$ cat config.mk
export PLATFORM = sky130hd
export DESIGN_NAME = escc_top
export DESIGN_NICKNAME = d
export VERILOG_FILES = /design/src/rtl/escc_pkg.sv /design/src/rtl/escc_pwm.sv /design/src/rtl/escc_top.sv
export SDC_FILE = /design/constraint.sdc
export NUM_CORES = 1
export LEC_CHECK = 0
export BUFFER_PORTS_ARGS = -buffer_cell sky130_fd_sc_hd__buf_4
export CORE_UTILIZATION = 46
export CTS_BUF_LIST = sky130_fd_sc_hd__clkbuf_2 sky130_fd_sc_hd__clkbuf_4 sky130_fd_sc_hd__clkbuf_8
export DETAILED_ROUTE_END_ITERATION = 10
export HOLD_SLACK_MARGIN = 0.02
export PLACE_DENSITY = 0.65
export SLEW_MARGIN = 20
export SYNTH_ARGS = -nofsm -noshare
export SYNTH_HDL_FRONTEND = slang
export SYNTH_SLANG_ARGS = --single-unit
$ cat constraint.sdc
create_clock -name aclk -period 2.7 [get_ports aclk]
set_input_delay 0.135 -clock aclk [delete_from_list [all_inputs] [get_ports aclk]]
set_output_delay 0.135 -clock aclk [all_outputs]
set_load 0.03 [all_outputs]
$ cat src/rtl/escc_pkg.sv
/*
  shared constants, register map, frame layout and carrier types of the
  eight channel switch control block.
  assumes a 50 MHz system clock and a 16 bit serial frame from the host.
*/
package escc_pkg;

  localparam int CHANNELS = 8;
  localparam int FRAME_BITS = 16;
  localparam int CLK_MHZ = 50;
  localparam int SCLK_MAX_MHZ = 5;
  localparam int RETRY_TIME_US = 10000;
  localparam int PWM_DIV = 64;

  // serial frame: write flag, register address, data byte
  localparam int SPI_WR_BIT = 15;
  localparam int SPI_ADDR_HI = 14;
  localparam int SPI_ADDR_LO = 11;
  localparam int SPI_DATA_HI = 7;

  // serial register addresses
  localparam logic [3:0] SA_OUT_EN = 4'h0;
  localparam logic [3:0] SA_MAP0 = 4'h1;
  localparam logic [3:0] SA_MAP1 = 4'h2;
  localparam logic [3:0] SA_OL_SRC = 4'h3;
  localparam logic [3:0] SA_CLEAR = 4'h4;
  localparam logic [3:0] SA_MONITOR = 4'h5;
  localparam logic [3:0] SA_DUTY0 = 4'h6;
  localparam logic [3:0] SA_DUTY1 = 4'h7;
  localparam logic [3:0] SA_SEL0 = 4'h8;
  localparam logic [3:0] SA_SEL1 = 4'h9;
  localparam logic [3:0] SA_HW_CTRL = 4'ha;

  // reset values: pin zero drives channel 2, pin one drives channel 3
  localparam logic [7:0] MAP0_RST = 8'h04;
  localparam logic [7:0] MAP1_RST = 8'h08;
  localparam int LIMP_CH0 = 2;
  localparam int LIMP_CH1 = 3;
  localparam int HW_SOFT_RST = 0;
  localparam int HW_INRUSH = 1;

  // axi4-lite byte offsets
  localparam logic [7:0] AX_IRQ_STATUS = 8'h00;
  localparam logic [7:0] AX_IRQ_CLEAR = 8'h04;
  localparam logic [7:0] AX_IRQ_ENABLE = 8'h08;
  localparam logic [7:0] AX_CHAN_STATE = 8'h0c;
  localparam logic [7:0] AX_FAULTS = 8'h10;
  localparam logic [7:0] AX_LIMP_CTRL = 8'h14;

  localparam int IRQ_BITS = 4;
  localparam int IRQ_OVERLOAD = 0;
  localparam int IRQ_OVERTEMP = 1;
  localparam int IRQ_FRAME = 2;
  localparam int IRQ_LIMP = 3;

  localparam logic [1:0] RESP_OKAY = 2'b00;
  localparam logic [1:0] RESP_SLVERR = 2'b10;

  typedef enum logic [1:0] {
    SPI_IDLE = 2'b01,
    SPI_FRAME = 2'b10
  } escc_spi_state_t;

  typedef struct packed {
    logic [7:0] out_en;
    logic [7:0] map0;
    logic [7:0] map1;
    logic [7:0] ol_src;
    logic [7:0] duty0;
    logic [7:0] duty1;
    logic [7:0] sel0;
    logic [7:0] sel1;
    logic [7:0] hw_ctrl;
  } escc_cfg_t;

  typedef struct packed {
    logic [7:0] overload;
    logic [7:0] overtemp;
  } escc_fault_t;

  localparam escc_cfg_t CFG_RST = '{out_en: 8'h00, map0: MAP0_RST, map1: MAP1_RST, ol_src: 8'h00,
                                    duty0: 8'h00, duty1: 8'h00, sel0: 8'h00, sel1: 8'h00, hw_ctrl: 8'h00};

endpackage

$ cat src/rtl/escc_pwm.sv
/*
  one internal pwm generator: free running 8 bit ramp compared with a duty.
  assumes a one-cycle tick enable from a divider in the parent.
*/
`timescale 1ns/1ns
`default_nettype none
module escc_pwm import escc_pkg::*; (
  input wire logic aclk,
  input wire logic aresetn,
  input wire logic tick,
  input wire logic [7:0] duty,
  output logic pwm
);

  logic [7:0] ramp;
  logic [7:0] next_ramp;
  logic next_pwm;

  always_comb begin
    next_ramp = ramp;
    next_pwm = pwm;
    if (tick) begin
      next_ramp = ramp + 8'h01;
      next_pwm = (ramp < duty);
    end
  end

  always_ff @(posedge aclk) begin
    if (!aresetn) begin
      ramp <= 8'h00;
      pwm <= 1'b0;
    end else begin
      ramp <= next_ramp;
      pwm <= next_pwm;
    end
  end

endmodule
`default_nettype wire

$ cat src/rtl/escc_top.sv
/*
  eight channel high-side switch control: serial frame engine with daisy
  chain, input mapping, limp home routing, latched faults, two pwm
  generators and an axi4-lite slave for interrupts and status.
  assumes all pins are synchronous to aclk and analog detectors give levels.
*/
// Functional notes
// - every control and diagnosis frame is sixteen bits long.
// - bits beyond sixteen pass through to serial out, allowing daisy chains.
// - after reset each input pin drives its default channel without configuration.
// - programmed mapping lets each pin drive any set of channels.
// - limp home routes pin zero to channel 2, pin one to channel 3.
// - with idle low, limp channels follow pins even without digital supply.
// - overload trips the channel off until a serial clear command.
// - in limp home a tripped channel with its pin high retries after restart time.
// - per-channel over-temperature switches the channel off and latches.
// - diagnostic flags are latched and readable over the serial frame.
// - per-channel output monitor bit reports the sensed output state.
// - open-load test current is switched by a serial register.
// - serial access works only with the digital supply present.
// - two independent pwm generators can drive channels.
// - serial output is released while chip select is high.
// - pin zero defaults to channel 2, pin one to channel 3.
`timescale 1ns/1ns
`default_nettype none
module escc_top import escc_pkg::*; #(
  parameter int RETRY_CYCLES = RETRY_TIME_US * CLK_MHZ
) (
  input wire logic aclk,
  input wire logic aresetn,
  input wire logic [7:0] s_axi_awaddr,
  input wire logic s_axi_awvalid,
  output logic s_axi_awready,
  input wire logic [31:0] s_axi_wdata,
  input wire logic [3:0] s_axi_wstrb,
  input wire logic s_axi_wvalid,
  output logic s_axi_wready,
  output logic [1:0] s_axi_bresp,
  output logic s_axi_bvalid,
  input wire logic s_axi_bready,
  input wire logic [7:0] s_axi_araddr,
  input wire logic s_axi_arvalid,
  output logic s_axi_arready,
  output logic [31:0] s_axi_rdata,
  output logic [1:0] s_axi_rresp,
  output logic s_axi_rvalid,
  input wire logic s_axi_rready,
  input wire logic chip_select_low,
  input wire logic sclk,
  input wire logic si,
  output logic so_out,
  output logic so_oe,
  input wire logic direct_input_zero,
  input wire logic direct_input_one,
  input wire logic idle,
  input wire logic vdd_present,
  input wire logic [7:0] overload_detect,
  input wire logic [7:0] overtemp_detect,
  input wire logic [7:0] out_sense,
  output logic [7:0] chan_on,
  output logic [7:0] ol_current_en,
  output logic inrush_drive_mode,
  output logic irq
);

  localparam logic [19:0] RETRY_LAST = 20'(RETRY_CYCLES - 1);
  localparam logic [4:0] FRAME_LEN = 5'(FRAME_BITS);
  localparam logic [5:0] PWM_LAST = 6'(PWM_DIV - 1);

  // serial engine state
  escc_spi_state_t spi_state, next_spi_state;
  logic cs_q, next_cs_q, sclk_q, next_sclk_q;
  logic [15:0] shift, next_shift;
  logic [4:0] cnt, next_cnt;
  logic next_so;
  logic frame_done;

  // core state
  escc_cfg_t cfg, next_cfg;
  escc_fault_t fault, next_fault;
  logic [15:0] resp_word, next_resp_word;
  logic [7:0] output_monitor_diag, next_monitor;
  logic [7:0] next_chan_on, next_ol_en;
  logic [19:0] retry_cnt, next_retry_cnt;
  logic limp_q, next_limp_q;
  logic [5:0] pwm_div, next_pwm_div;
  logic pwm_tick;
  logic [1:0] pwm_out;
  logic [IRQ_BITS-1:0] events;

  // axi and interrupt state
  logic aw_held, next_aw_held, w_held, next_w_held;
  logic [7:0] aw_addr, next_aw_addr;
  logic [31:0] w_data, next_w_data;
  logic [3:0] w_strb, next_w_strb;
  logic next_bvalid, next_rvalid;
  logic [1:0] next_bresp, next_rresp;
  logic [31:0] next_rdata;
  logic [IRQ_BITS-1:0] irq_status, next_irq_status, irq_enable, next_irq_enable;
  logic limp_force, next_limp_force;

  // frame decode
  logic frame_wr;
  logic [3:0] frame_addr;
  logic [7:0] frame_data;
  logic limp, pins_only;
  logic [7:0] pin_drive, limp_vec, pwm_vec, drive, clr_mask, retry_cand, rd_byte;

  assign frame_wr = shift[SPI_WR_BIT];
  assign frame_addr = shift[SPI_ADDR_HI:SPI_ADDR_LO];
  assign frame_data = shift[SPI_DATA_HI:0];
  assign so_oe = !chip_select_low && vdd_present;

  genvar g;
  generate
    for (g = 0; g < 2; g++) begin : gen_pwm
      escc_pwm u_pwm (
        .aclk(aclk),
        .aresetn(aresetn),
        .tick(pwm_tick),
        .duty(g == 0 ? cfg.duty0 : cfg.duty1),
        .pwm(pwm_out[g])
      );
    end
  endgenerate

  // serial engine
  always_comb begin
    next_spi_state = spi_state;
    next_cs_q = chip_select_low;
    next_sclk_q = sclk;
    next_shift = shift;
    next_cnt = cnt;
    next_so = so_out;
    frame_done = 1'b0;
    unique case (spi_state)
      SPI_IDLE: begin
        if (!chip_select_low && cs_q && vdd_present) begin
          next_spi_state = SPI_FRAME;
          next_shift = resp_word;
          next_so = resp_word[FRAME_BITS-1];
          next_cnt = 5'h00;
        end
      end
      SPI_FRAME: begin
        if (chip_select_low) begin
          next_spi_state = SPI_IDLE;
          frame_done = (cnt == FRAME_LEN) && vdd_present;
        end else if (!vdd_present) begin
          next_spi_state = SPI_IDLE;
        end else if (sclk && !sclk_q) begin
          next_shift = {shift[FRAME_BITS-2:0], si};
          if (cnt != FRAME_LEN) begin
            next_cnt = cnt + 5'h01;
          end
        end else if (!sclk && sclk_q) begin
          next_so = shift[FRAME_BITS-1];
        end
      end
    endcase
  end

  always_ff @(posedge aclk) begin
    if (!aresetn) begin
      spi_state <= SPI_IDLE;
      cs_q <= 1'b1;
      sclk_q <= 1'b0;
      shift <= 16'h0000;
      cnt <= 5'h00;
      so_out <= 1'b0;
    end else begin
      spi_state <= next_spi_state;
      cs_q <= next_cs_q;
      sclk_q <= next_sclk_q;
      shift <= next_shift;
      cnt <= next_cnt;
      so_out <= next_so;
    end
  end

  // channel control, faults, diagnosis
  always_comb begin
    next_cfg = cfg;
    next_fault = fault;
    next_resp_word = resp_word;
    next_monitor = out_sense;
    next_retry_cnt = 20'h00000;
    next_pwm_div = pwm_div + 6'h01;
    pwm_tick = (pwm_div == PWM_LAST);
    if (pwm_tick) begin
      next_pwm_div = 6'h00;
    end
    limp = limp_force || (!vdd_present && !idle);
    pins_only = !vdd_present;
    limp_next_state:
    begin
      next_limp_q = limp;
    end
    pin_drive = ({8{direct_input_zero}} & cfg.map0) | ({8{direct_input_one}} & cfg.map1);
    limp_vec = 8'h00;
    limp_vec[LIMP_CH0] = direct_input_zero;
    limp_vec[LIMP_CH1] = direct_input_one;
    pwm_vec = ({8{pwm_out[0]}} & cfg.sel0) | ({8{pwm_out[1]}} & cfg.sel1);
    if (limp) begin
      drive = limp_vec;
    end else if (pins_only) begin
      drive = 8'h00;
    end else begin
      drive = cfg.out_en | pin_drive | pwm_vec;
    end
    clr_mask = 8'h00;
    rd_byte = output_monitor_diag;
    if (frame_done) begin
      unique case (frame_addr)
        SA_OUT_EN: rd_byte = cfg.out_en;
        SA_MAP0: rd_byte = cfg.map0;
        SA_MAP1: rd_byte = cfg.map1;
        SA_OL_SRC: rd_byte = cfg.ol_src;
        SA_DUTY0: rd_byte = cfg.duty0;
        SA_DUTY1: rd_byte = cfg.duty1;
        SA_SEL0: rd_byte = cfg.sel0;
        SA_SEL1: rd_byte = cfg.sel1;
        SA_HW_CTRL: rd_byte = cfg.hw_ctrl;
        default: rd_byte = output_monitor_diag;
      endcase
      if (frame_wr) begin
        unique case (frame_addr)
          SA_OUT_EN: next_cfg.out_en = frame_data;
          SA_MAP0: next_cfg.map0 = frame_data;
          SA_MAP1: next_cfg.map1 = frame_data;
          SA_OL_SRC: next_cfg.ol_src = frame_data;
          SA_CLEAR: clr_mask = frame_data;
          SA_DUTY0: next_cfg.duty0 = frame_data;
          SA_DUTY1: next_cfg.duty1 = frame_data;
          SA_SEL0: next_cfg.sel0 = frame_data;
          SA_SEL1: next_cfg.sel1 = frame_data;
          SA_HW_CTRL: next_cfg.hw_ctrl = frame_data;
          default: next_cfg = cfg;
        endcase
        if (frame_addr == SA_HW_CTRL && frame_data[HW_SOFT_RST]) begin
          next_cfg = CFG_RST;
          next_cfg.hw_ctrl[HW_INRUSH] = frame_data[HW_INRUSH];
        end
      end
      next_resp_word = {fault.overload | fault.overtemp, rd_byte};
    end
    retry_cand = fault.overload & limp_vec & {8{limp}};
    if (retry_cand != 8'h00) begin
      next_retry_cnt = retry_cnt + 20'h00001;
    end
    if (retry_cand != 8'h00 && retry_cnt == RETRY_LAST) begin
      clr_mask = clr_mask | retry_cand;
      next_retry_cnt = 20'h00000;
    end
    // set wins over clear
    next_fault.overload = (fault.overload & ~clr_mask) | (overload_detect & chan_on);
    next_fault.overtemp = (fault.overtemp & ~clr_mask) | overtemp_detect;
    next_chan_on = drive & ~(fault.overload | fault.overtemp) & ~overload_detect & ~overtemp_detect;
    next_ol_en = pins_only ? 8'h00 : cfg.ol_src;
    events = 4'h0;
    events[IRQ_OVERLOAD] = |(overload_detect & chan_on & ~fault.overload);
    events[IRQ_OVERTEMP] = |(overtemp_detect & ~fault.overtemp);
    events[IRQ_FRAME] = frame_done;
    events[IRQ_LIMP] = limp && !limp_q;
  end

  always_ff @(posedge aclk) begin
    if (!aresetn) begin
      cfg <= CFG_RST;
      fault <= '0;
      resp_word <= 16'h0000;
      output_monitor_diag <= 8'h00;
      retry_cnt <= 20'h00000;
      limp_q <= 1'b0;
      pwm_div <= 6'h00;
      chan_on <= 8'h00;
      ol_current_en <= 8'h00;
      inrush_drive_mode <= 1'b0;
    end else begin
      cfg <= next_cfg;
      fault <= next_fault;
      resp_word <= next_resp_word;
      output_monitor_diag <= next_monitor;
      retry_cnt <= next_retry_cnt;
      limp_q <= next_limp_q;
      pwm_div <= next_pwm_div;
      chan_on <= next_chan_on;
      ol_current_en <= next_ol_en;
      inrush_drive_mode <= next_cfg.hw_ctrl[HW_INRUSH];
    end
  end

  // axi4-lite slave and interrupt registers
  assign s_axi_awready = !aw_held && !s_axi_bvalid;
  assign s_axi_wready = !w_held && !s_axi_bvalid;
  assign s_axi_arready = !s_axi_rvalid;
  assign irq = |(irq_status & irq_enable);

  always_comb begin
    next_aw_held = aw_held;
    next_w_held = w_held;
    next_aw_addr = aw_addr;
    next_w_data = w_data;
    next_w_strb = w_strb;
    next_bvalid = s_axi_bvalid;
    next_bresp = s_axi_bresp;
    next_rvalid = s_axi_rvalid;
    next_rresp = s_axi_rresp;
    next_rdata = s_axi_rdata;
    next_irq_enable = irq_enable;
    next_limp_force = limp_force;
    next_irq_status = irq_status;
    if (s_axi_awvalid && s_axi_awready) begin
      next_aw_held = 1'b1;
      next_aw_addr = s_axi_awaddr;
    end
    if (s_axi_wvalid && s_axi_wready) begin
      next_w_held = 1'b1;
      next_w_data = s_axi_wdata;
      next_w_strb = s_axi_wstrb;
    end
    if (aw_held && w_held) begin
      next_aw_held = 1'b0;
      next_w_held = 1'b0;
      next_bvalid = 1'b1;
      next_bresp = RESP_OKAY;
      unique case (aw_addr)
        AX_IRQ_CLEAR: if (w_strb[0]) next_irq_status = irq_status & ~w_data[IRQ_BITS-1:0];
        AX_IRQ_ENABLE: if (w_strb[0]) next_irq_enable = w_data[IRQ_BITS-1:0];
        AX_LIMP_CTRL: if (w_strb[0]) next_limp_force = w_data[0];
        AX_IRQ_STATUS, AX_CHAN_STATE, AX_FAULTS: next_bresp = RESP_OKAY;
        default: next_bresp = RESP_SLVERR;
      endcase
    end else if (s_axi_bvalid && s_axi_bready) begin
      next_bvalid = 1'b0;
    end
    next_irq_status = next_irq_status | events;
    if (s_axi_arvalid && s_axi_arready) begin
      next_rvalid = 1'b1;
      next_rresp = RESP_OKAY;
      unique case (s_axi_araddr)
        AX_IRQ_STATUS: next_rdata = {28'h0000000, irq_status};
        AX_IRQ_CLEAR: next_rdata = 32'h00000000;
        AX_IRQ_ENABLE: next_rdata = {28'h0000000, irq_enable};
        AX_CHAN_STATE: next_rdata = {24'h000000, chan_on};
        AX_FAULTS: next_rdata = {16'h0000, fault.overtemp, fault.overload};
        AX_LIMP_CTRL: next_rdata = {30'h00000000, limp_q, limp_force};
        default: begin
          next_rdata = 32'h00000000;
          next_rresp = RESP_SLVERR;
        end
      endcase
    end else if (s_axi_rvalid && s_axi_rready) begin
      next_rvalid = 1'b0;
    end
  end

  always_ff @(posedge aclk) begin
    if (!aresetn) begin
      aw_held <= 1'b0;
      w_held <= 1'b0;
      aw_addr <= 8'h00;
      w_data <= 32'h00000000;
      w_strb <= 4'h0;
      s_axi_bvalid <= 1'b0;
      s_axi_bresp <= RESP_OKAY;
      s_axi_rvalid <= 1'b0;
      s_axi_rresp <= RESP_OKAY;
      s_axi_rdata <= 32'h00000000;
      irq_status <= 4'h0;
      irq_enable <= 4'h0;
      limp_force <= 1'b0;
    end else begin
      aw_held <= next_aw_held;
      w_held <= next_w_held;
      aw_addr <= next_aw_addr;
      w_data <= next_w_data;
      w_strb <= next_w_strb;
      s_axi_bvalid <= next_bvalid;
      s_axi_bresp <= next_bresp;
      s_axi_rvalid <= next_rvalid;
      s_axi_rresp <= next_rresp;
      s_axi_rdata <= next_rdata;
      irq_status <= next_irq_status;
      irq_enable <= next_irq_enable;
      limp_force <= next_limp_force;
    end
  end

endmodule
`default_nettype wire

==> results.toml <==
[grt]
grt-ovfl-total = 0
grt_max_degree = 119
grt_pass1_vias = 9417
grt_pass1_wl_um = 50000
grtUsageTotal_pct = 26.2
antenna_found_initial = 0

[floorplan]
dieWidth_um = 157
core.rowCount = 56
fp.dieH_um = 157
start_util_pct = 47.0
dieArea_sq_um = 24700
core_area_sq_um = 23500
io-pin-count = 151

[sta]
final.setup.tns_ns = 0
finClkSkew_ns = 0.0180
layout_setup_ws_ns = 0.213
tightest_slew_ns = 0.769
relSlewSlack_pct = 48.7
hold_viol_final = 0
fmax_mhz = 402
drv_slew = 0
fin_crit_sh_pct = 92.1
period_minus_slack_ns = 2.49
final-setup-viol-count = 0
rsz0062_at_grt = "false"
whs_ns = 0.0737

[layout]
fin_area_sq_um = 13600
fin_nets = 1545
drive_gt1_share_pct = 16.3
fin_cells = 1785
synthToLayoutAreaGrowth_pct = 22.9
diodes = 0
fill_cells = 2164
fin_util_pct = 57.8

[pwr]
switching_share_pct = 27.1
finalPower_mw = 8.31
switchingPower_mw = 2.25
p_leak_nw = 5.42
share_comb_of_total_power_pct = 12.0
ir_drop_uv = 420
seqPwrFrac_pct = 45.6
p_int_mw = 6.06
clkPwrFrac_pct = 42.4
power_density_nw_per_um2 = 611

[cts]
cts_buffer_depth = 3
postCtsSetupBuffers = 0
clkTransAtPathRegs_ns = 0.06
clk_latency_ns = 0.56
htree_levels = 2
cts_buffers = 43
clock_sinks = 243
cts_tree = "built"
cts-root-buf = "clkbuf_8"
cts_resized = 0

[synthesis]
synth.distinct_cells = 64
yosysTopAreaCell = "dfxtp_1"
yosysMostFrequentCell = "dfxtp_1"
synth_commonest_cells = "243 x dfxtp_1, 183 x nor2_1, 138 x nand2_1, 91 x mux2i_1, 65 x clkbuf_1"
synthDominantCellAreaShare_pct = 43.9
synthCells = 1276
ys_seq_area_share_pct = 43.9
synth_edf_count = 0
yosys_warnings = 0
synth_seq_cells = 243
ys_async_sr_fraction_pct = 0
synthTopCellsByArea = "dfxtp_1 44%, mux2i_1 8.2%, nor2_1 6.2%"
synth_flop_cell = "dfxtp_1"
syn_area_sq_um = 11100
avgSynthCellArea_sq_um = 8.68

[placed_design]
gp_congestion = 0.952
dp_hpwl_um = 22700
dpl_cell_area_sq_um = 12200
port_buffers = 101
pre_cts_ws_ns = 0.223
placed_cells = 1657

[drt]
post_drt_wl_per_cell_um = 18.2
drtAntennaViolNets = 0
wl_um = 32500
vias_per_cell = 5.55
vias = 9900
drt_pre_antenna_iters = 9
drc = 0
first_iter_violations = 913

[status]
status = "finished clean"

[worst_setup_path]
critPathCaptureType = "flop"
arrival_ns = 2.90
cp_data_required_time_ns = 3.11
critical_path.max_fanout = 8
crit_type = "reg -> reg"
regToRegSetupSlack_ns = 0.21
worstSetupStartpointType = "flop"

[run]
cap_violations = 0

[hold_path]
hold_class = "in -> reg"
flip-flops by register name, indices dropped and copies added, names as in the netlist, 2 cells and up:
register and count:
aw_addr 8, ol_current_en 8, shift 16, irq_enable 4, fault 16, s_axi_rdata 16, gen_pwm.u_pwm.ramp 16, w_data 4
chan_on 8, cnt 5, resp_word 16, retry_cnt 20, gen_pwm.u_pwm.pwm 2, irq_status 4, cfg 72, pwm_div 6
spi_state 2, output_monitor_diag 8
cells in the final DEF (no fill, tap or decap), types with 18 or more instances in the layout:
master         count
conb_1            18
clkbuf_8          54
inv_1             35
xor2_1            18
a22oi_1           22
mux2i_1           91
a21oi_1           62
ha_1              20
nor2_1           182
buf_4            137
nor3_1            35
nand2_1          138
dlygate4sd3_1     52
and2_1            27
nand3_1           28
dfxtp_1          243
o21ai_0           28
xnor2_1           18
final timing paths:
check / startpoint / end / depth (start not counted)
worst max-delay path: cnt[0]$_SDFFE_PN0P_ / cfg[34]$_SDFFE_PN0P_ / 7
worst min register to register: retry_cnt[0]$_SDFF_PP0_ / retry_cnt[0]$_SDFF_PP0_ / 1
worst min-delay path: s_axi_araddr[4] / s_axi_rdata[1]$_SDFFE_PN0P_ / 4
worst max register to register: cnt[0]$_SDFFE_PN0P_ / cfg[34]$_SDFFE_PN0P_ / 7
critical path, cell delays in order (launching register included):
cell and delay [ns]:
dfxtp_1 0.34, inv_1 0.08, ha_1 0.20, nand4bb_4 0.18, or3_1 0.61, or3_1 0.64, mux2i_1 0.22, nor2_1 0.06
logic make-up (layout without fill, tap and decap cells):
kind of cell	Yosys count	after routing	share of synthesized area (%)
AOI/OAI and AO/OA	236	236	15.0
buffers and inverters	133	306	5.30
DFF	243	243	43.9
muxes	98	98	8.94
other	1	18	0.0339
and+or+nand+nor	509	509	21.7
xor gates and xnor gates	36	36	2.85
adders and majority gates	20	20	2.26
power by group through the flow:
stage | combinational, mW | sequential (mW) | clock, mW
floorplan | 0.601 | 3.82 | 0
global placement | 0.914 | 3.86 | 0
detailed placement | 0.920 | 3.86 | 0
CTS | 0.983 | 3.78 | 3.59
global route | 1.07 | 3.80 | 3.75
finish | 0.999 | 3.79 | 3.52
metal layers:
metal  part of all wire [%]  track usage, %  up-vias
met2                     45            41.7      344
met4                    3.6            11.3        0
li1                       -               -     4775
met1                     44            34.7     4691
met5                      0               0        -
met3                    7.0            4.93       90
what timing repair did:
| item | in CTS | in global routing |
|---|---|---|
| hold endpoints to repair | 74 | 0 |
| hold buffers | 52 | 0 |
| setup endpoints to repair | 0 | 0 |
layout make-up:
| class | count | area [sq um] | share of cell area, % |
|---|---|---|---|
| clock buffers | 69 | 856 | 6.29 |
| clock inverters | 7 | 41.3 | 0.304 |
| inverters | 38 | 145 | 1.07 |
| multi-input cells | 917 | 5690 | 41.8 |
| flip-flops and latches | 243 | 4860 | 35.8 |
| well taps | 319 | 399 | 2.93 |
| repair buffers | 192 | 1610 | 11.8 |
Power figures use the tool's default switching activity.
